<file path="src/rxq_pkg.sv">
/*
  rxq_pkg: constants, register indices, field positions and helper functions
  for one receive-conditioning channel controller.
  Assumes a 32-bit AHB-Lite bus where each register takes one word and the
  byte address is four times the register index.
*/
// What this block does
// RULE_01: each channel controller runs fully on its own
// RULE_02: energy detector powers high-speed path on/off
// RULE_03: auto gating default; software may force detector
// RULE_04: sweep boost codes, keep best eye merit
// RULE_05: boost frozen until re-adapt or lock acquisition
// RULE_06: clock recovery reset restarts equalizer adaptation
// RULE_07: boost code is four two-bit stages
// RULE_08: sweep only sixteen table entries 0x40-0x4F
// RULE_09: amplifier gain bit 0 of 0x8E, reset low
// RULE_10: equalizer dc gain at bit 5 of 0x13
// RULE_11: pair cross-point: mux, fanout or lane swap
// RULE_12: feedback equalizer off until software enables it
// RULE_13: feedback adaptation during acquisition or continuously
// RULE_14: software disables auto-adapt before manual tap writes
// RULE_15: feedback levels: taps 1-5, taps 1-2, none
// RULE_16: feedback taps one bit apart on past decisions
// RULE_17: tap 1 weight 0-31, taps 2-5 0-15
// RULE_18: polarity 0 low-pass positive, 1 high-pass negative
// RULE_19: no adaptation while unpowered; restart on return
package rxq_pkg;

  // structure
  localparam int TABLE_DEPTH = 16;
  localparam int TIDX_W = 4;
  localparam int STAGES = 4;
  localparam int STAGE_W = 2;
  localparam int CODE_W = STAGES * STAGE_W;
  localparam int EYE_W = 8;
  localparam int SCORE_W = EYE_W + 1;
  localparam int NUM_TAPS = 5;
  localparam int TAP1_W = 5;
  localparam int TAPN_W = 4;
  localparam int TAPW_BITS = TAP1_W + (NUM_TAPS - 1) * TAPN_W;

  // bus decode
  localparam int ADDR_LSB = 2;
  localparam int IDX_W = 8;
  localparam logic [2:0] SIZE_WORD = 3'h2;
  localparam logic HRESP_OKAY = 1'b0;

  // register indices (byte address = 4 * index)
  localparam logic [7:0] IDX_LE_GAIN = 8'h13;
  localparam logic [7:0] IDX_TABLE_FIRST = 8'h40;
  localparam logic [7:0] IDX_TABLE_LAST = 8'h4F;
  localparam logic [7:0] IDX_VGA = 8'h8E;
  localparam logic [7:0] IDX_SIGDET = 8'h90;
  localparam logic [7:0] IDX_CTRL = 8'h91;
  localparam logic [7:0] IDX_DFE = 8'h92;
  localparam logic [7:0] IDX_TAPS = 8'h93;
  localparam logic [7:0] IDX_XPT = 8'h94;
  localparam logic [7:0] IDX_STATUS = 8'h95;
  localparam logic [7:0] IDX_NONE = 8'hFF;

  // field positions
  localparam int LE_GAIN_BIT = 5;
  localparam int VGA_BIT = 0;
  localparam int SD_OVR_BIT = 0;
  localparam int SD_FORCE_BIT = 1;
  localparam int CTRL_READAPT_BIT = 0;
  localparam int CTRL_CDR_RST_BIT = 1;
  localparam int DFE_LEVEL_LSB = 0;
  localparam int DFE_AUTO_BIT = 2;
  localparam int DFE_CONT_BIT = 3;
  localparam int POL_LSB = TAPW_BITS;
  localparam int XPT_LSB = 0;
  localparam int ST_CODE_LSB = 0;
  localparam int ST_BEST_LSB = 8;
  localparam int ST_FROZEN_BIT = 12;
  localparam int ST_BUSY_BIT = 13;
  localparam int ST_POWER_BIT = 14;

  // feedback equalizer enable levels and tap masks
  localparam logic [1:0] DFE_OFF = 2'h0;
  localparam logic [1:0] DFE_TAPS12 = 2'h1;
  localparam logic [1:0] DFE_ALL = 2'h2;
  localparam logic [NUM_TAPS-1:0] MASK_NONE = 5'h00;
  localparam logic [NUM_TAPS-1:0] MASK_12 = 5'h03;
  localparam logic [NUM_TAPS-1:0] MASK_ALL = 5'h1F;

  // cross-point modes
  localparam logic [1:0] XPT_THRU = 2'h0;
  localparam logic [1:0] XPT_MUX = 2'h1;
  localparam logic [1:0] XPT_FANOUT = 2'h2;
  localparam logic [1:0] XPT_SWAP = 2'h3;

  // reset values
  localparam logic RST_BIT = 1'b0;
  localparam logic [TAPW_BITS-1:0] RST_TAPW = '0;
  localparam logic [NUM_TAPS-1:0] RST_POL = '0;
  localparam logic [CODE_W-1:0] RST_CODE = 8'h00;

  // tap enable mask for a level; the spare encoding means off
  function automatic logic [NUM_TAPS-1:0] tap_mask(input logic [1:0] level);
    case (level)
      DFE_TAPS12: return MASK_12;
      DFE_ALL: return MASK_ALL;
      default: return MASK_NONE;
    endcase
  endfunction

  // eye merit score from both openings
  function automatic logic [SCORE_W-1:0] merit(input logic [EYE_W-1:0] h,
                                               input logic [EYE_W-1:0] v);
    return {1'b0, h} + {1'b0, v};
  endfunction

  // default boost table entry: index repeated in both nibbles
  function automatic logic [CODE_W-1:0] table_reset(input logic [TIDX_W-1:0] i);
    return {i, i};
  endfunction

endpackage

</file>
<file path="src/rxq_adapt_if.sv">
/*
  rxq_adapt_if: carries the adaptation request, eye measurements and boost
  table from the channel controller to the adaptation engine, and its results.
  Assumes both ends share mclk.
*/
`timescale 1ns/100ps
interface rxq_adapt_if;
  logic start;
  logic powered;
  logic eyeValid;
  logic [rxq_pkg::EYE_W-1:0] horiz;
  logic [rxq_pkg::EYE_W-1:0] vert;
  logic [rxq_pkg::TABLE_DEPTH-1:0][rxq_pkg::CODE_W-1:0] boostTable;
  logic [rxq_pkg::CODE_W-1:0] boostCode;
  logic busy;
  logic frozen;
  logic [rxq_pkg::TIDX_W-1:0] bestIdx;

  modport ctrl (output start, powered, eyeValid, horiz, vert, boostTable,
                input boostCode, busy, frozen, bestIdx);
  modport engine (input start, powered, eyeValid, horiz, vert, boostTable,
                  output boostCode, busy, frozen, bestIdx);
endinterface

</file>
<file path="src/rxq_adapt.sv">
/*
  rxq_adapt: linear equalizer adaptation engine. Sweeps the sixteen boost
  table entries, scores each with the eye merit, applies the best and freezes.
  Assumes one eye measurement arrives per applied code, flagged by eyeValid.
*/
`timescale 1ns/100ps
module rxq_adapt (
  // clock and reset
  input wire logic mclk,
  input wire logic rst_n,
  // controller side
  rxq_adapt_if.engine ab
);

  typedef enum logic [2:0] {ST_IDLE, ST_SET, ST_MEASURE, ST_APPLY, ST_FROZEN} rxq_ad_state_t;

  rxq_ad_state_t state, next_state;
  logic [rxq_pkg::TIDX_W-1:0] idx, next_idx;
  logic [rxq_pkg::TIDX_W-1:0] next_bestIdx;
  logic [rxq_pkg::SCORE_W-1:0] bestScore, next_bestScore, score;
  logic [rxq_pkg::CODE_W-1:0] next_boostCode;
  logic next_busy, next_frozen;

  assign score = rxq_pkg::merit(ab.horiz, ab.vert); // RULE_04

  // sweep state machine; power loss parks it, start restarts it
  always_comb
  begin
    next_state = state;
    next_idx = idx;
    next_bestIdx = ab.bestIdx;
    next_bestScore = bestScore;
    next_boostCode = ab.boostCode;
    if (!ab.powered)
    begin
      next_state = ST_IDLE; // RULE_19
    end
    else if (ab.start)
    begin
      next_state = ST_SET; // RULE_05 RULE_06
      next_idx = '0;
      next_bestIdx = '0;
      next_bestScore = '0;
    end
    else
    begin
      case (state)
        ST_SET:
        begin
          next_boostCode = ab.boostTable[idx]; // RULE_08
          next_state = ST_MEASURE;
        end
        ST_MEASURE:
        begin
          if (ab.eyeValid)
          begin
            if (idx == '0 || score > bestScore)
            begin
              next_bestScore = score; // RULE_04
              next_bestIdx = idx;
            end
            if (idx == rxq_pkg::TIDX_W'(rxq_pkg::TABLE_DEPTH - 1))
              next_state = ST_APPLY;
            else
            begin
              next_idx = idx + 4'h1;
              next_state = ST_SET;
            end
          end
        end
        ST_APPLY:
        begin
          next_boostCode = ab.boostTable[ab.bestIdx];
          next_state = ST_FROZEN;
        end
        ST_FROZEN: next_state = ST_FROZEN; // RULE_05
        ST_IDLE: next_state = ST_IDLE;
        default: next_state = ST_IDLE;
      endcase
    end
    next_busy = (next_state == ST_SET) || (next_state == ST_MEASURE) ||
                (next_state == ST_APPLY);
    next_frozen = (next_state == ST_FROZEN);
  end

  always_ff @(posedge mclk or negedge rst_n)
  begin
    if (!rst_n)
    begin
      state <= ST_IDLE;
      idx <= '0;
      ab.bestIdx <= '0;
      bestScore <= '0;
      ab.boostCode <= rxq_pkg::RST_CODE;
      ab.busy <= 1'b0;
      ab.frozen <= 1'b0;
    end
    else
    begin
      state <= next_state;
      idx <= next_idx;
      ab.bestIdx <= next_bestIdx;
      bestScore <= next_bestScore;
      ab.boostCode <= next_boostCode;
      ab.busy <= next_busy;
      ab.frozen <= next_frozen;
    end
  end
endmodule

</file>
<file path="src/rxq_channel_ctrl.sv">
/*
  rxq_channel_ctrl: one channel of receive conditioning control: detector
  gating, linear equalizer adaptation and boost table, gain bits, cross-point
  mode and feedback equalizer settings, behind an AHB-Lite register slave.
  Assumes all inputs are synchronous to mclk; four instances make a device.
*/
`timescale 1ns/100ps
module rxq_channel_ctrl (
  // clock and reset
  input wire logic mclk,
  input wire logic rst_n,
  // ahb-lite slave
  input wire logic hsel,
  input wire logic [31:0] haddr,
  input wire logic [1:0] htrans,
  input wire logic hwrite,
  input wire logic [2:0] hsize,
  input wire logic [31:0] hwdata,
  input wire logic hready,
  output logic hreadyout,
  output logic hresp,
  output logic [31:0] hrdata,
  // energy detector and path power
  input wire logic energyPresent,
  output logic pathPowerOn,
  // lock acquisition and eye monitor
  input wire logic lockAcq,
  input wire logic eyeValid,
  input wire logic [rxq_pkg::EYE_W-1:0] horizOpening,
  input wire logic [rxq_pkg::EYE_W-1:0] vertOpening,
  output logic cdrReset,
  // linear equalizer and gain
  output logic [rxq_pkg::CODE_W-1:0] boostCode,
  output logic vgaHighGain,
  output logic leDcGain,
  // feedback equalizer
  output logic [rxq_pkg::NUM_TAPS-1:0] dfeTapEnable,
  output logic dfeAdaptEnable,
  output logic [rxq_pkg::TAPW_BITS-1:0] dfeTapWeight,
  output logic [rxq_pkg::NUM_TAPS-1:0] dfeTapPolarity,
  // pair cross-point
  output logic [1:0] xptMode
);

  // no input from any other channel reaches this controller
  // RULE_01

  rxq_adapt_if ab ();

  // bus state
  logic wrPend, next_wrPend;
  logic [rxq_pkg::IDX_W-1:0] wrIdx, next_wrIdx;
  logic rdPend, next_rdPend;
  logic [rxq_pkg::IDX_W-1:0] rdIdx, next_rdIdx;
  logic next_hreadyout;
  logic [31:0] next_hrdata, rdValue;
  logic addrPhase;
  logic [rxq_pkg::IDX_W-1:0] reqIdx;

  // configuration state
  logic next_leDcGain, next_vgaHighGain;
  logic sdOverride, next_sdOverride, sdForce, next_sdForce;
  logic [1:0] dfeLevel, next_dfeLevel;
  logic dfeAuto, next_dfeAuto, dfeCont, next_dfeCont;
  logic [rxq_pkg::TAPW_BITS-1:0] next_dfeTapWeight;
  logic [rxq_pkg::NUM_TAPS-1:0] next_dfeTapPolarity;
  logic [1:0] next_xptMode;
  logic [rxq_pkg::TABLE_DEPTH-1:0][rxq_pkg::CODE_W-1:0] tbl, next_tbl;

  // event state
  logic lockAcqDly, powerDly, readapt;
  logic next_cdrReset;
  logic [rxq_pkg::NUM_TAPS-1:0] next_dfeTapEnable;
  logic next_dfeAdaptEnable;

  // out-of-range upper address bits, and non-word sizes on writes, map to nothing
  assign addrPhase = hsel && htrans[1] && hready;
  assign reqIdx = (haddr[31:rxq_pkg::ADDR_LSB+rxq_pkg::IDX_W] == '0)
                  ? haddr[rxq_pkg::ADDR_LSB +: rxq_pkg::IDX_W] : rxq_pkg::IDX_NONE;

  // read mux; unmapped and reserved bits read zero
  always_comb
  begin
    rdValue = '0;
    if (rdIdx[7:4] == rxq_pkg::IDX_TABLE_FIRST[7:4])
      rdValue[rxq_pkg::CODE_W-1:0] = tbl[rdIdx[3:0]]; // RULE_08
    else
    begin
      case (rdIdx)
        rxq_pkg::IDX_LE_GAIN: rdValue[rxq_pkg::LE_GAIN_BIT] = leDcGain;
        rxq_pkg::IDX_VGA: rdValue[rxq_pkg::VGA_BIT] = vgaHighGain;
        rxq_pkg::IDX_SIGDET:
        begin
          rdValue[rxq_pkg::SD_OVR_BIT] = sdOverride;
          rdValue[rxq_pkg::SD_FORCE_BIT] = sdForce;
        end
        rxq_pkg::IDX_DFE:
        begin
          rdValue[rxq_pkg::DFE_LEVEL_LSB +: 2] = dfeLevel;
          rdValue[rxq_pkg::DFE_AUTO_BIT] = dfeAuto;
          rdValue[rxq_pkg::DFE_CONT_BIT] = dfeCont;
        end
        rxq_pkg::IDX_TAPS:
        begin
          rdValue[rxq_pkg::TAPW_BITS-1:0] = dfeTapWeight;
          rdValue[rxq_pkg::POL_LSB +: rxq_pkg::NUM_TAPS] = dfeTapPolarity;
        end
        rxq_pkg::IDX_XPT: rdValue[rxq_pkg::XPT_LSB +: 2] = xptMode;
        rxq_pkg::IDX_STATUS:
        begin
          rdValue[rxq_pkg::ST_CODE_LSB +: rxq_pkg::CODE_W] = boostCode;
          rdValue[rxq_pkg::ST_BEST_LSB +: rxq_pkg::TIDX_W] = ab.bestIdx;
          rdValue[rxq_pkg::ST_FROZEN_BIT] = ab.frozen;
          rdValue[rxq_pkg::ST_BUSY_BIT] = ab.busy;
          rdValue[rxq_pkg::ST_POWER_BIT] = pathPowerOn;
        end
        default: rdValue = '0;
      endcase
    end
  end

  // bus slave: writes take no wait, reads one wait state so hrdata is a flop
  always_comb
  begin
    next_wrPend = 1'b0;
    next_wrIdx = wrIdx;
    next_rdPend = 1'b0;
    next_rdIdx = rdIdx;
    next_hreadyout = 1'b1;
    next_hrdata = hrdata;
    if (rdPend)
    begin
      next_hrdata = rdValue;
    end
    else if (addrPhase)
    begin
      if (hwrite)
      begin
        next_wrPend = 1'b1;
        next_wrIdx = (hsize == rxq_pkg::SIZE_WORD) ? reqIdx : rxq_pkg::IDX_NONE;
      end
      else
      begin
        next_rdPend = 1'b1;
        next_rdIdx = reqIdx;
        next_hreadyout = 1'b0;
      end
    end
  end

  always_ff @(posedge mclk or negedge rst_n)
  begin
    if (!rst_n)
    begin
      wrPend <= 1'b0;
      wrIdx <= rxq_pkg::IDX_NONE;
      rdPend <= 1'b0;
      rdIdx <= rxq_pkg::IDX_NONE;
      hreadyout <= 1'b1;
      hresp <= rxq_pkg::HRESP_OKAY;
      hrdata <= '0;
    end
    else
    begin
      wrPend <= next_wrPend;
      wrIdx <= next_wrIdx;
      rdPend <= next_rdPend;
      rdIdx <= next_rdIdx;
      hreadyout <= next_hreadyout;
      hresp <= rxq_pkg::HRESP_OKAY;
      hrdata <= next_hrdata;
    end
  end

  // register writes land at the end of the data phase
  always_comb
  begin
    next_leDcGain = leDcGain;
    next_vgaHighGain = vgaHighGain;
    next_sdOverride = sdOverride;
    next_sdForce = sdForce;
    next_dfeLevel = dfeLevel;
    next_dfeAuto = dfeAuto;
    next_dfeCont = dfeCont;
    next_dfeTapWeight = dfeTapWeight;
    next_dfeTapPolarity = dfeTapPolarity;
    next_xptMode = xptMode;
    next_tbl = tbl;
    if (wrPend && wrIdx[7:4] == rxq_pkg::IDX_TABLE_FIRST[7:4])
    begin
      // any of the 256 codes may sit in any entry
      next_tbl[wrIdx[3:0]] = hwdata[rxq_pkg::CODE_W-1:0]; // RULE_07 RULE_08
    end
    else if (wrPend)
    begin
      case (wrIdx)
        rxq_pkg::IDX_LE_GAIN: next_leDcGain = hwdata[rxq_pkg::LE_GAIN_BIT]; // RULE_10
        rxq_pkg::IDX_VGA: next_vgaHighGain = hwdata[rxq_pkg::VGA_BIT]; // RULE_09
        rxq_pkg::IDX_SIGDET:
        begin
          next_sdOverride = hwdata[rxq_pkg::SD_OVR_BIT]; // RULE_03
          next_sdForce = hwdata[rxq_pkg::SD_FORCE_BIT];
        end
        rxq_pkg::IDX_DFE:
        begin
          next_dfeLevel = hwdata[rxq_pkg::DFE_LEVEL_LSB +: 2]; // RULE_15
          next_dfeAuto = hwdata[rxq_pkg::DFE_AUTO_BIT];
          next_dfeCont = hwdata[rxq_pkg::DFE_CONT_BIT]; // RULE_13
        end
        rxq_pkg::IDX_TAPS:
        begin
          // field widths cap tap 1 at 31 and taps 2-5 at 15
          next_dfeTapWeight = hwdata[rxq_pkg::TAPW_BITS-1:0]; // RULE_17
          next_dfeTapPolarity = hwdata[rxq_pkg::POL_LSB +: rxq_pkg::NUM_TAPS]; // RULE_18
        end
        rxq_pkg::IDX_XPT: next_xptMode = hwdata[rxq_pkg::XPT_LSB +: 2]; // RULE_11
        default: next_xptMode = xptMode;
      endcase
    end
  end

  always_ff @(posedge mclk or negedge rst_n)
  begin
    if (!rst_n)
    begin
      leDcGain <= rxq_pkg::RST_BIT;
      vgaHighGain <= rxq_pkg::RST_BIT; // RULE_09
      sdOverride <= rxq_pkg::RST_BIT; // RULE_03
      sdForce <= rxq_pkg::RST_BIT;
      dfeLevel <= rxq_pkg::DFE_OFF; // RULE_12
      dfeAuto <= rxq_pkg::RST_BIT;
      dfeCont <= rxq_pkg::RST_BIT;
      dfeTapWeight <= rxq_pkg::RST_TAPW;
      dfeTapPolarity <= rxq_pkg::RST_POL;
      xptMode <= rxq_pkg::XPT_THRU;
      for (int i = 0; i < rxq_pkg::TABLE_DEPTH; i++)
        tbl[i] <= rxq_pkg::table_reset(rxq_pkg::TIDX_W'(i));
    end
    else
    begin
      leDcGain <= next_leDcGain;
      vgaHighGain <= next_vgaHighGain;
      sdOverride <= next_sdOverride;
      sdForce <= next_sdForce;
      dfeLevel <= next_dfeLevel;
      dfeAuto <= next_dfeAuto;
      dfeCont <= next_dfeCont;
      dfeTapWeight <= next_dfeTapWeight;
      dfeTapPolarity <= next_dfeTapPolarity;
      xptMode <= next_xptMode;
      tbl <= next_tbl;
    end
  end

  // self-clearing command bits; re-adapt never reaches a flop of its own
  assign readapt = wrPend && wrIdx == rxq_pkg::IDX_CTRL && hwdata[rxq_pkg::CTRL_READAPT_BIT];

  // events and feedback enables; tap n weighs the decision n bits back
  always_comb
  begin
    next_cdrReset = wrPend && wrIdx == rxq_pkg::IDX_CTRL &&
                    hwdata[rxq_pkg::CTRL_CDR_RST_BIT];
    next_dfeTapEnable = rxq_pkg::tap_mask(dfeLevel); // RULE_12 RULE_15 RULE_16
    next_dfeAdaptEnable = dfeAuto && (next_dfeTapEnable != rxq_pkg::MASK_NONE) &&
                          pathPowerOn && (dfeCont || lockAcq); // RULE_13 RULE_14
  end

  always_ff @(posedge mclk or negedge rst_n)
  begin
    if (!rst_n)
    begin
      cdrReset <= 1'b0;
      dfeTapEnable <= rxq_pkg::MASK_NONE;
      dfeAdaptEnable <= 1'b0;
      lockAcqDly <= 1'b0;
      powerDly <= 1'b0;
    end
    else
    begin
      cdrReset <= next_cdrReset;
      dfeTapEnable <= next_dfeTapEnable;
      dfeAdaptEnable <= next_dfeAdaptEnable;
      lockAcqDly <= lockAcq;
      powerDly <= pathPowerOn;
    end
  end

  // adaptation starts on acquisition entry, re-adapt, recovery reset or power return
  assign ab.start = (lockAcq && !lockAcqDly) || readapt || next_cdrReset ||
                    (pathPowerOn && !powerDly); // RULE_05 RULE_06 RULE_19
  assign ab.powered = pathPowerOn;
  assign ab.eyeValid = eyeValid;
  assign ab.horiz = horizOpening;
  assign ab.vert = vertOpening;
  assign ab.boostTable = tbl;
  assign boostCode = ab.boostCode;

  rxq_sigdet u_sigdet (
    .mclk(mclk),
    .rst_n(rst_n),
    .energyPresent(energyPresent),
    .overrideEn(sdOverride),
    .forceOn(sdForce),
    .powerOn(pathPowerOn)
  );

  rxq_adapt u_adapt (
    .mclk(mclk),
    .rst_n(rst_n),
    .ab(ab.engine)
  );
endmodule

</file>
<file path="src/rxq_sigdet.sv">
/*
  rxq_sigdet: power gating of the high-speed path from the energy detector,
  with a software override.
  Assumes energyPresent is synchronous to mclk.
*/
`timescale 1ns/100ps
module rxq_sigdet (
  // clock and reset
  input wire logic mclk,
  input wire logic rst_n,
  // detector and override
  input wire logic energyPresent,
  input wire logic overrideEn,
  input wire logic forceOn,
  // gate
  output logic powerOn
);

  logic next_powerOn;

  // forced state wins only while the override is set
  always_comb
  begin
    next_powerOn = energyPresent; // RULE_02
    if (overrideEn)
    begin
      next_powerOn = forceOn; // RULE_03
    end
  end

  always_ff @(posedge mclk or negedge rst_n)
  begin
    if (!rst_n)
      powerOn <= 1'b0;
    else
      powerOn <= next_powerOn;
  end

endmodule
</file>
<file path="config.mk">
export PLATFORM = sky130hd
export DESIGN_NAME = rxq_channel_ctrl
export DESIGN_NICKNAME = d
export VERILOG_FILES = /design/src/rxq_pkg.sv /design/src/rxq_adapt_if.sv /design/src/rxq_adapt.sv /design/src/rxq_channel_ctrl.sv /design/src/rxq_sigdet.sv
export SDC_FILE = /design/constraint.sdc
export NUM_CORES = 1
export LEC_CHECK = 0
export BUFFER_PORTS_ARGS = -buffer_cell sky130_fd_sc_hd__buf_2
export CAP_MARGIN = 20
export CORE_UTILIZATION = 45
export CTS_BUF_LIST = sky130_fd_sc_hd__clkbuf_8 sky130_fd_sc_hd__clkbuf_16
export CTS_CLUSTER_SIZE = 30
export DETAILED_ROUTE_END_ITERATION = 10
export PLACE_DENSITY = 0.65
export SLEW_MARGIN = 20
export SYNTH_ARGS = -nofsm -noshare
export SYNTH_HDL_FRONTEND = slang
export SYNTH_HIERARCHICAL = 1
export SYNTH_SLANG_ARGS = --single-unit
export TNS_END_PERCENT = 10
</file>
<file path="constraint.sdc">
create_clock -name mclk -period 3 [get_ports mclk]
set_input_delay 0.15 -clock mclk [delete_from_list [all_inputs] [get_ports mclk]]
set_output_delay 0.15 -clock mclk [all_outputs]
set_load 0.005 [all_outputs]
</file>
**Word level (Yosys, flattened, before mapping)**

Cells that the tools add are included.

- $add $sub $neg: 2
- $lt $le $gt $ge: 6
- Eq/ne operators: 29
- Muxes and demuxes: 48
- Bitwise logic cells: 4
- Reductions and logical operators: 40

Operators with widths:

| cell | number |
|---|---|
| $bwmux W128 | 1 |
| $bmux W8 S4 | 3 |
| $eq A8 B8 Y1 const B | 12 |
| $mux W8 | 7 |
| $mux W9 | 4 |
| $demux W8 S4 | 1 |
| $mux W4 | 8 |
| $reduce_and A3 Y1 | 9 |
| $logic_not A22 Y1 | 1 |
| $lt A4 B5 Y1 const B | 4 |
| $mux W18 | 1 |
| $pmux W9 S2 | 1 |
| $eq A8 B5 Y1 const B | 2 |
| $pmux W8 S2 | 1 |
| $eq A3 B2 Y1 const B | 5 |
| $logic_and A1 B1 Y1 | 12 |
| $mux W11 | 1 |
| $pmux W5 S2 | 1 |
| $add A8 B8 Y9 | 1 |
| $gt A9 B9 Y1 | 1 |
| $mux W1 | 9 |
| $mux W3 | 3 |
| $pmux W3 S3 | 1 |
| $eq A4 B3 Y1 const B | 2 |
| other kinds (22) | 38 |

- Flip-flop bits (word level): 255
- Input port bits: 93
- Output and inout port bits: 80

**Depth between registers and ports, before layout**

Gate-level depths: netlist (run 1).

- Word-level depth: 11
- Gate-level depth with buffers: 13

**Modules after synthesis**

Netlist (run 1), hierarchy kept.

By module, submodules not included:

| module | times used | cells an instance | area each (µm²) | seq. area each (µm²) |
|---|---|---|---|---|
| rxq_channel_ctrl | 1 | 734 | 9864.5 | 5481.5 |
| rxq_adapt | 1 | 353 | 3757.4 | 750.7 |
| rxq_sigdet | 1 | 2 | 40.0 | 25.0 |

**Worst setup path before layout (run 1)**

Ideal clock, no wire load.

- Path kind: input-to-reg
- Start point: input horizOpening[0] in the netlist's numbering
- End point: register u_adapt.ab.bestIdx[1]
- Arrival: 2928 ps
- Path slack: -55 ps
- Stages: 12
- Buffers on the path: 1
- Cells stage by stage: ha_1 > fa_1 > a211oi_1 > o21ai_0 > a211oi_1 > nor2_1 > ha_1 > a211oi_1 > o211ai_1 > o21ai_1 > buf_4 > mux2_1

- Word-level cells in the longest chain between the ends: 5

Ends and longest elaborated chain:

| what | RTL line | text |
|---|---|---|
| start, declared | rxq_channel_ctrl.sv:29 | `input wire logic [rxq_pkg::EYE_W-1:0] horizOpening,` |
| $add A8 B8 Y9 | rxq_pkg.sv:111 | `return {1'b0, h} + {1'b0, v};` |
| $gt A9 B9 Y1 | rxq_adapt.sv:57 | `if (idx == '0 \|\| score > bestScore)` |
| $logic_or A1 B1 Y1 | rxq_adapt.sv:57 |  |
| $reduce_bool A2 Y1 (no source line) | - |  |
| $reduce_and A4 Y1 (no source line) | - |  |
| end signal, assigned | rxq_adapt.sv:102 | `ab.bestIdx <= next_bestIdx;` |
| end, declared | rxq_adapt_if.sv:22 | `output boostCode, busy, frozen, bestIdx);` |

Every way passes these cells.
A chain may end at the register's enable or synchronous reset.

**Worst setup path after layout (run 1)**

- Start point: register wrIdx[2] in the netlist's numbering
- End point: register u_adapt/bestScore[0] in the netlist's numbering

- Word-level cells in the longest chain between the ends: 8
- Elaborated cells between the ends (all ways): 12
- Classes of those cells: eq/ne: 1; mux: 1; reduce/logical: 10

Ends and longest elaborated chain:

| what | RTL line | text |
|---|---|---|
| start, declared | rxq_channel_ctrl.sv:52 | `logic [rxq_pkg::IDX_W-1:0] wrIdx, next_wrIdx;` |
| start signal, assigned | rxq_channel_ctrl.sv:156 | `wrIdx <= rxq_pkg::IDX_NONE;` |
| start signal, assigned | rxq_channel_ctrl.sv:166 | `wrIdx <= next_wrIdx;` |
| $eq A8 B8 Y1 (*) | rxq_channel_ctrl.sv:256, rxq_channel_ctrl.sv:261 |  |
| $logic_and A1 B1 Y1 (*) | rxq_channel_ctrl.sv:256, rxq_channel_ctrl.sv:261 |  |
| $logic_and A1 B1 Y1 | rxq_channel_ctrl.sv:256 | `assign readapt = wrPend && wrIdx == rxq_pkg::IDX_CTRL && hwdata[rxq_pkg::CTRL_READAPT_BIT];` |
| $logic_or A1 B1 Y1 | rxq_channel_ctrl.sv:289 | `assign ab.start = (lockAcq && !lockAcqDly) \|\| readapt \|\| next_cdrReset \|\|` |
| $logic_or A1 B1 Y1 (*) (2 in a row) | rxq_channel_ctrl.sv:289 |  |
| net ab.start | rxq_adapt_if.sv:8 | `logic start;` |
| $reduce_bool A2 Y1 (no source line) | - |  |
| $reduce_and A4 Y1 (no source line) | - |  |
| end signal, assigned | rxq_adapt.sv:103 | `bestScore <= next_bestScore;` |
| end, declared | rxq_adapt.sv:20 | `logic [rxq_pkg::SCORE_W-1:0] bestScore, next_bestScore, score;` |

The timed path passes the listed nets; every way through them passes the cells marked *.

==> results of run 1 <==
per-layer routing:
layer	vias up	share of wire (%)	track usage, %	wire (µm)
met5	-	0	0	0
met4	0	3.8	9.93	1470
met3	92	7.6	5.00	2990
met2	413	47	42.0	18500
met1	5209	41	34.9	16100
li1	4486	-	-	-
cell families (layout without fill, tap and decap cells):
| logic type | Yosys count | after routing |
|---|---|---|
| AO/OA/AOI/OAI | 171 | 171 |
| flip-flops | 246 | 246 |
| AND/OR/NAND/NOR | 211 | 211 |
| other | 1 | 7 |
| XOR/XNOR | 5 | 5 |
| adder cells (fa/ha/maj) | 21 | 21 |
| multiplexers | 306 | 306 |
| buffers and inverters | 128 | 340 |
layout make-up:
cell class	count	area [µm²]	area share (%)
Clock buffer	40	877	5.38
Clock inverter	14	156	0.959
Inverter	49	184	1.13
Multi-Input combinational cell	721	6850	42.0
Sequential cell	246	6260	38.4
Tap cell	390	488	2.99
Timing Repair Buffer	237	1500	9.19
worst reg2reg max path: cells and delay by family (launching register included):
family / cells / cell delay [ns]
AOI/OAI and AO/OA: 5 / 1.27
DFF: 1 / 0.63
muxes: 1 / 0.32
and+or+nand+nor: 3 / 0.27
buffers and inverters: 1 / 0.17
state kept, by name (all words and copies together) (netlist names), 5 cells and up:
| register | flops |
|---|---|
| ab.boostTable | 128 |
| rdIdx | 8 |
| dfeTapWeight | 21 |
| wrIdx | 8 |
| u_adapt/ab.boostCode | 8 |
| dfeTapPolarity | 5 |
| u_adapt/bestScore | 9 |
| hrdata | 26 |
final timing paths:
check,startpoint,end,depth (start not counted)
max,wrIdx[2]$_DFFE_PN1P_,u_adapt/bestScore[0]$_DFFE_PN0P_,10
min,htrans[1],wrPend$_DFF_PN0_,4
max reg2reg,wrIdx[2]$_DFFE_PN1P_,u_adapt/bestScore[0]$_DFFE_PN0P_,10
min reg2reg,u_adapt/ab.busy$_DFF_PN0_,hrdata[13]$_DFFE_PN0P_,2
max in group asynchronous,rst_n,wrIdx[6]$_DFFE_PN1P_,3
min in group asynchronous,rst_n,ab.boostTable[31]$_DFFE_PN0P_,2
power breakdown:
part / internal, mW / switching (mW)
logic: 1.35 / 1.32
registers: 3.62 / 0.368
clock network: 2.29 / 1.42
total: 7.26 / 3.11
repair_timing:
action | 4_1_cts | 5_1_grt
resized for setup | 0 | 1
setup endpoints to repair | 0 | 8
buffers inserted | 0 | 0
hold buffers | 30 | 0
hold endpoints to repair | 111 | 0
cell usage in the layout, fill, tap and decap left out, types with 48 or more instances in the layout:
master and n:
mux2_2 171, dfrtp_1 163, buf_2 155, dfstp_2 81, mux4_2 73, mux2i_1 57
nor2_1 56, inv_1 53, buf_4 49, nand2_1 48
==> run metrics, run 1 <==
status complete, no violations; most frequent cell after synthesis mux2_2; Post-synth EDFFs 0; Yosys top cell area share between 30% and 40%; CTS root buffer clkbuf_16; CTS HTree Levels 1; remaining global-route overflow 0; synth cell count leaders mux2_2, dfrtp_1, dfstp_2; Simple-Gate Fraction of Synth Area 8.32%; RSZ-0062 raised after global routing no; # diodes 0; Top cell by count, worst path nor2_1; PwrDens 636 nW/µm²; CP Class reg2reg; Tot GR Track Use 26.1%; TritonCTS clock tree yes; post-synth top area cell dfrtp_1; Synth async-reset ratio 100%; Initial Utilization a little under half; crit end category register; Clock Sinks 246; worst path arrival time 3.20 ns; Synth Area in Adders 1.98%; wire per inst around 23 µm; Max stage delay cell, worst path dfstp_2; Tcrit/Tclk final 92.4%; Via density 6.01; Hold Fails Final Rpt 0; Filler Cells Inserted approximately 2500; Clock Pin Slew Worst Setup and Hold Paths 0.06 ns; crit path cell chain nor2_1 -> nand4b_1 -> nor2_1 -> o21ai_0 -> o221ai_2 -> o21ai_1 -> a41oi_1 -> o21ai_2 -> buf_4 -> mux2_1; layout cell share with drive strength beyond 1 between 40% and 50%; reg2reg setup slack 0.23 ns; CTS buffer count 29; Mapped Avg Cell Area 12.5 µm²; # DRC 0; slowest cell delay on critical path around 0.63 ns; area post-placement 15000 µm²; Setup crit start kind register; Post-Synthesis Cells 1089; Max Cap Viol 0; die area just over 30000 µm²; largest family of logic cells by synthesized area multiplexers; post-synthesis mux area share 30.7%; Layout Skew 0.0123 ns; flops & latches, synth between 200 and 250; Tmin final 2.77 ns; initial DRC count 738; fmax ~360 MHz; synth top area cells dfrtp_1, dfstp_2, mux2_2, mux4_2, mux2i_1; fin util a little over half; vias in the first global route roughly 10000; Placed Cells 1613; Pwr Total approximately 10 mW; Finished Layout Cells 1697; IO Port Bufs 156; global-route wire length before repair about 61 mm; post-layout worst setup margin roughly 0.23 ns; via count 10200; Synth Area in XOR/XNOR 0.321%; CP delay by family, top compound AO/OA/AOI/OAI gates; number of buffers and inverters on the critical path 1; post-route ant nets 0; Synth Cell Area 13700 µm²; Synth Area in Compound Gates 8.53%; Max transition margin between 40 and 50%; Final Wtd Congestion 0.842; Placeable Area 29700 µm²; Worst IR Drop VDD 493 µV; Final TNS setup 0 ns; Die Span X roughly 180 µm; final number of max-transition violations 0; HPWL Detailed 26.5 mm; Post-synth top flop dfrtp_1; CP required around 3.4 ns; floorplan row count between 60 and 70; maximum buffer depth of the clock tree 3; Seq/Total Area, Yosys between 40% and 50%; clock latency at the later pin of the worst-skew pair between 0.5 and 0.6 ns; wirelength, routed 39.1 mm; Worst Path Max Fanout 9; post-placement worst setup slack -0.172 ns; fin area roughly 16000 µm²; Ys Warns 6; final setup vio count 0; fin nets 1398; Die Ht roughly 180 µm; Layout area overhead 19.4%; Ports ~170; number of antenna violations at the first check in global routing 0; Tightest Pin Transition 0.759 ns; first drt pass iteration count 5; hold slack between 0.06 and 0.07 ns; Pleak 7.08 nW; worst min-delay path class in2reg; Distinct cells, synth 72; largest net degree at the start of global routing 81
Power figures use the tool's default switching activity.
==> run 2, diff against run 1 <==
MAX_ROUTING_LAYER = met4   (was unset)
==> run metrics, run 2 (synthesis gave the netlist of run 1 again) <==
Pleak 7.08 nW; RSZ-0062 raised after global routing no; fin nets 1398; Clock Pin Slew Worst Setup and Hold Paths 0.06 ns; Die Span X approximately 180 µm; Tightest Pin Transition 0.725 ns; initial DRC count 848; floorplan row count 63; TritonCTS clock tree yes; largest net degree at the start of global routing 81; number of antenna violations at the first check in global routing 0; CTS buffer count 29; Final TNS setup 0 ns; die area 31100 µm²; fin util 54.9%; fmax 361 MHz; worst path arrival time 3.19 ns; PwrDens roughly 640 nW/µm²; HPWL Detailed 26.5 mm; Pwr Total 10.4 mW; number of buffers and inverters on the critical path 1; slowest cell delay on critical path 0.62 ns; Ports 173; Final Wtd Congestion 0.858; post-layout worst setup margin 0.232 ns; crit path cell chain nor2b_1 -> nand4b_1 -> nor2_1 -> o21ai_0 -> o221ai_2 -> o21ai_1 -> a41oi_1 -> o21ai_2 -> buf_4 -> mux2_1; Hold Fails Final Rpt 0; Setup crit start kind register; final setup vio count 0; Tcrit/Tclk final 92.3%; final number of max-transition violations 0; worst min-delay path class in2reg; sequential cell area 6260 µm²; post-placement worst setup slack -0.172 ns; layout cell share with drive strength beyond 1 a little under half; commonest non-fill, non-tap cell in the layout mux2_2; Max transition margin between 50% and 60%; Die Ht 176 µm; area post-placement approximately 15000 µm²; vias in the first global route 10400; wirelength, routed slightly below 40 mm; CP required 3.43 ns; Layout area overhead 19.4%; Filler Cells Inserted 2527; fin area 16300 µm²; Tot GR Track Use 26.9%; post-route ant nets 0; CTS root buffer clkbuf_16; CP delay by family, top compound AO/OA/AOI/OAI gates; Max stage delay cell, worst path dfstp_2; max reg flops between 100 and 150; Max Cap Viol 0; first drt pass iteration count 5; CP Class reg2reg; Worst IR Drop VDD 493 µV; Placeable Area slightly below 30000 µm²; # DRC 0; remaining global-route overflow 0; Worst Path Max Fanout 8; Initial Utilization 46.0%; CTS HTree Levels 1; via count 10100; crit end category register; global-route wire length before repair 61.0 mm; Via density 5.98; # diodes 0; Layout Skew 0.0131 ns; clock latency at the later pin of the worst-skew pair 0.55 ns; wire per inst 23.0 µm; maximum buffer depth of the clock tree 3; IO Port Bufs 156; commonest cells after routing, fill and taps aside mux2_2, dfrtp_1, buf_2; multi-input combinational cell area 6850 µm²; Tmin final approximately 2.8 ns; status complete, no violations; Clock Sinks 246
run 2: cell counts in the layout (fill, tap and decap cells not counted):
No cell type changed its count.
run 2: final timing paths:
kind / to / startpoint / slack (ns) / cells after the start
worst max-delay path: u_adapt/bestScore[0]$_DFFE_PN0P_ / wrIdx[1]$_DFFE_PN1P_ / 0.23 / 10
worst min-delay path: wrPend$_DFF_PN0_ / htrans[1] / 0.07 / 4
worst max register to register: u_adapt/bestScore[0]$_DFFE_PN0P_ / wrIdx[1]$_DFFE_PN1P_ / 0.23 / 10
worst min register to register: hrdata[13]$_DFFE_PN0P_ / u_adapt/ab.busy$_DFF_PN0_ / 0.48 / 2
max in group asynchronous: wrIdx[6]$_DFFE_PN1P_ / rst_n / 1.94 / 3
min in group asynchronous: ab.boostTable[31]$_DFFE_PN0P_ / rst_n / 0.15 / 2
run 2: repair_timing:
action	4_1_cts	5_1_grt
resized for setup	0	1
endpoints found under the hold margin	111	0
setup buffers	0	0
hold buffers	30	0
setup endpoints to repair	0	8
run 2: final cells by class:
| cell class | count | area share, % |
|---|---|---|
| multi-input cells | 721 | 42.0 |
| flip-flops and latches | 246 | 38.4 |
| repair buffers | 237 | 9.19 |
| clock buffers | 40 | 5.38 |
| well taps | 390 | 2.99 |
| inverters | 49 | 1.13 |
| clock inverters | 14 | 0.959 |
run 2: power by group:
group          internal (mW)  switching [mW]
clock network           2.29            1.43
registers               3.62           0.369
logic                   1.35            1.31
total                   7.26            3.11
run 2: layer usage:
layer / GRT usage (%) / up-vias / routed length, µm
met2: 42.1 / 400 / 18600
met1: 35.0 / 5166 / 16100
met3: 4.84 / 95 / 2910
li1: - / 4487 / -
met5: - / - / 0
met4: 9.93 / 0 / 1470
run 2: stage by stage:
stage	std cells	hold WS [ns]
final	1697	0.0709
after global placement	1613	0.166
after CTS	1697	0.0483
after detailed placement	1613	0.166
after global routing	1697	0.0919
after floorplan	1095	-0.146
run 2: worst reg2reg max path, stage by stage, from the launching register on:
cell and delay, ns:
dfstp_2 0.62, nor2b_1 0.09, nand4b_1 0.13, nor2_1 0.07
o21ai_0 0.26, o221ai_2 0.33, o21ai_1 0.46, a41oi_1 0.11
o21ai_2 0.10, buf_4 0.17, mux2_1 0.32
==> run 3, diff against run 2 <==
GPL_TIMING_DRIVEN = 0   (was unset)
SYNTH_HIERARCHICAL = unset   (was 1)
==> run metrics, run 3 <==
Ys Warns 0; status complete, no violations; Worst IR Drop VDD around 500 µV; CP Class reg2reg; wirelength, routed 41.2 mm; HPWL Detailed 27.7 mm; most frequent cell after synthesis dfrtp_1; Max stage delay cell, worst path clkbuf_1; hold slack 0.0260 ns; Placeable Area 29800 µm²; Setup Buffers After CTS 0; commonest non-fill, non-tap cell in the layout buf_2; Pleak 7.29 nW; Top cell by count, worst path mux4_2; Max Cap Viol 0; Post-synth top flop dfrtp_1; Cell Int Power approximately 6.8 mW; layout cell share with drive strength beyond 1 47.1%; Tcrit/Tclk final a little over nine tenths; Max transition margin 29.6%; Finished Layout Cells ~1700; CP required ~3.4 ns; max reg flops 128; Setup crit start kind register; Seq/Total Area, Yosys a little under half; worst min-delay path class in2reg; Post-Synthesis Cells 1036; Hold Fails Final Rpt 0; floorplan row count 63; Initial Utilization 46.1%; Die Ht about 180 µm; vias in the first global route 10100; Tmin final around 2.8 ns; first drt pass iteration count 5; Distinct cells, synth 73; part of the power in registers 39.6%; PwrDens about 580 nW/µm²; remaining global-route overflow 0; final number of max-transition violations 0; synth cell count leaders dfrtp_1, mux2_2, mux4_2; commonest cells after routing, fill and taps aside buf_2, dfrtp_1, mux2_2; Worst Path Max Fanout 10; PostCTS Resize Cnt 0; CTS buffer count 28; crit path cell chain buf_4 -> clkbuf_1 -> mux4_2 -> mux4_2 -> nor2_1 -> a211oi_1; Via density 6.06; Synth async-reset ratio 100%; Layout area overhead 19.6%; maximum buffer depth of the clock tree 3; clock latency at the later pin of the worst-skew pair 0.55 ns; # diodes 0; combinational fraction of design power a little under a quarter; fin nets between 1000 and 1500; worst path arrival time 3.21 ns; Mapped Avg Cell Area 13.3 µm²; crit end category register; wire per inst 24.6 µm; Ports 173; CTS root buffer clkbuf_16; post-synth top area cell dfrtp_1; Post-synth EDFFs 0; Synth Cell Area 13700 µm²; # DRC 0; synth top area cells dfrtp_1, dfstp_2, mux4_2, mux2_2, mux2i_1; RSZ-0062 raised after global routing no; fmax 355 MHz; number of antenna violations at the first check in global routing 0; Die Span X about 180 µm; slowest cell delay on critical path approximately 0.77 ns; flops & latches, synth between 200 and 250; global-route wire length before repair 61.7 mm; post-route ant nets 0; IO Port Bufs 156; Tot GR Track Use about 28%; initial DRC count roughly 750; # hold bufs at CTS 38; Clock Pin Slew Worst Setup and Hold Paths 0.06 ns; via count between 10000 and 15000; largest net degree at the start of global routing between 90 and 100; Clock Sinks 246; Layout Skew between 0.015 and 0.02 ns; Final TNS setup 0 ns; Tightest Pin Transition 1.05 ns; sw frac ~29%; Final Wtd Congestion 0.875; Placed Cells 1590; Psw 2.77 mW; Yosys top cell area share a little under a third; final setup vio count 0; clock share of power 36.4%; die area 31200 µm²; CTS HTree Levels 1; TritonCTS clock tree yes
-- run 3: cell count changes in the layout (fill, tap and decap cells not counted), sizes merged, moves of 8 or more --
cell         before  now
clkbuf           40   73
mux4             73   88
inv              55   47
a21oi            19   28
nor4             12    4
dlygate4sd3      30   38
a221oi            1   17
nand3            23   14
o22ai            28   14
nor2             58   41
o21ai            40   28
nand2b           10    2
a22oi            22   14
-- run 3: layout make-up --
cell class              instances  area (µm²)
multi-input cells             672        6890
flip-flops and latches        246        6260
plain buffers                  82         457
fillers                      2532       13400
clock inverters                15         123
inverters                      42         159
clock buffers                  37         836
repair buffers                196        1230
well taps                     390         488
-- run 3: routing by layer --
layer,routed length [µm],up-vias,track usage [%],part of all wire [%]
li1,-,4386,-,-
met1,16800,5244,35.6,41
met4,1860,0,11.1,4.5
met3,3360,108,5.13,8.1
met5,0,-,-,0
met2,19300,436,42.8,47
-- run 3: power by group through the flow --
stage	Clock (mW)	Sequential [mW]	Combinational (mW)
2_1_floorplan	0	3.77	1.56
3_3_place_gp	0	3.83	2.22
3_5_place_dp	0	3.84	2.25
4_1_cts	3.54	3.79	2.30
5_1_grt	3.68	3.82	2.49
6_report	3.48	3.79	2.30
-- run 3: worst paths after layout --
kind | start | endpoint | slack (ns) | cells after the start
setup / recovery | rdIdx[1]$_DFFE_PN1P_ | hrdata[0]$_DFFE_PN0P_ | 0.18 | 6
hold / removal | hready | wrPend$_DFF_PN0_ | 0.03 | 3
setup reg to reg | rdIdx[1]$_DFFE_PN1P_ | hrdata[0]$_DFFE_PN0P_ | 0.18 | 6
hold reg to reg | u_adapt.ab.busy$_DFF_PN0_ | hrdata[13]$_DFFE_PN0P_ | 0.47 | 2
max in group asynchronous | rst_n | ab.boostTable[99]$_DFFE_PN1P_ | 1.55 | 4
min in group asynchronous | rst_n | u_adapt.bestScore[2]$_DFFE_PN0P_ | 0.14 | 2
-- run 3: kinds of logic after synthesis --
| logic type | Yosys count | synth area share, % |
|---|---|---|
| adder cells (fa/ha/maj) | 21 | 1.97 |
| buffers and inverters | 124 | 4.47 |
| other | 1 | 0.0273 |
| AO/OA/AOI/OAI | 157 | 8.52 |
| flip-flops | 246 | 45.6 |
| multiplexers | 316 | 32.6 |
| AND/OR/NAND/NOR | 164 | 6.39 |
| XOR/XNOR | 7 | 0.446 |
-- run 3: worst max-delay path: cells and delay by family (launching register included) --
family                 cells  cell delay (ns)
multiplexers               2             0.93
AO/OA/AOI/OAI              1             0.06
buffers and inverters      2             0.99
flip-flops                 1             0.52
AND/OR/NAND/NOR            1             0.14
-- run 3: per-stage QoR --
| stage | instance area [µm²] | total power, mW | setup WS, ns | util (%) |
|---|---|---|---|---|
| final | 16400 | 9.58 | 0.183 | 55.1 |
| after global routing | 16400 | 9.99 | 0.000725 | 55.1 |
| after CTS | 16400 | 9.64 | 0.205 | 55.1 |
| after detailed placement | 15100 | 6.10 | -0.200 | 50.7 |
| after global placement | 15000 | 6.05 | -2.57 | 50.4 |
| after floorplan | 13800 | 5.33 | 0.203 | - |
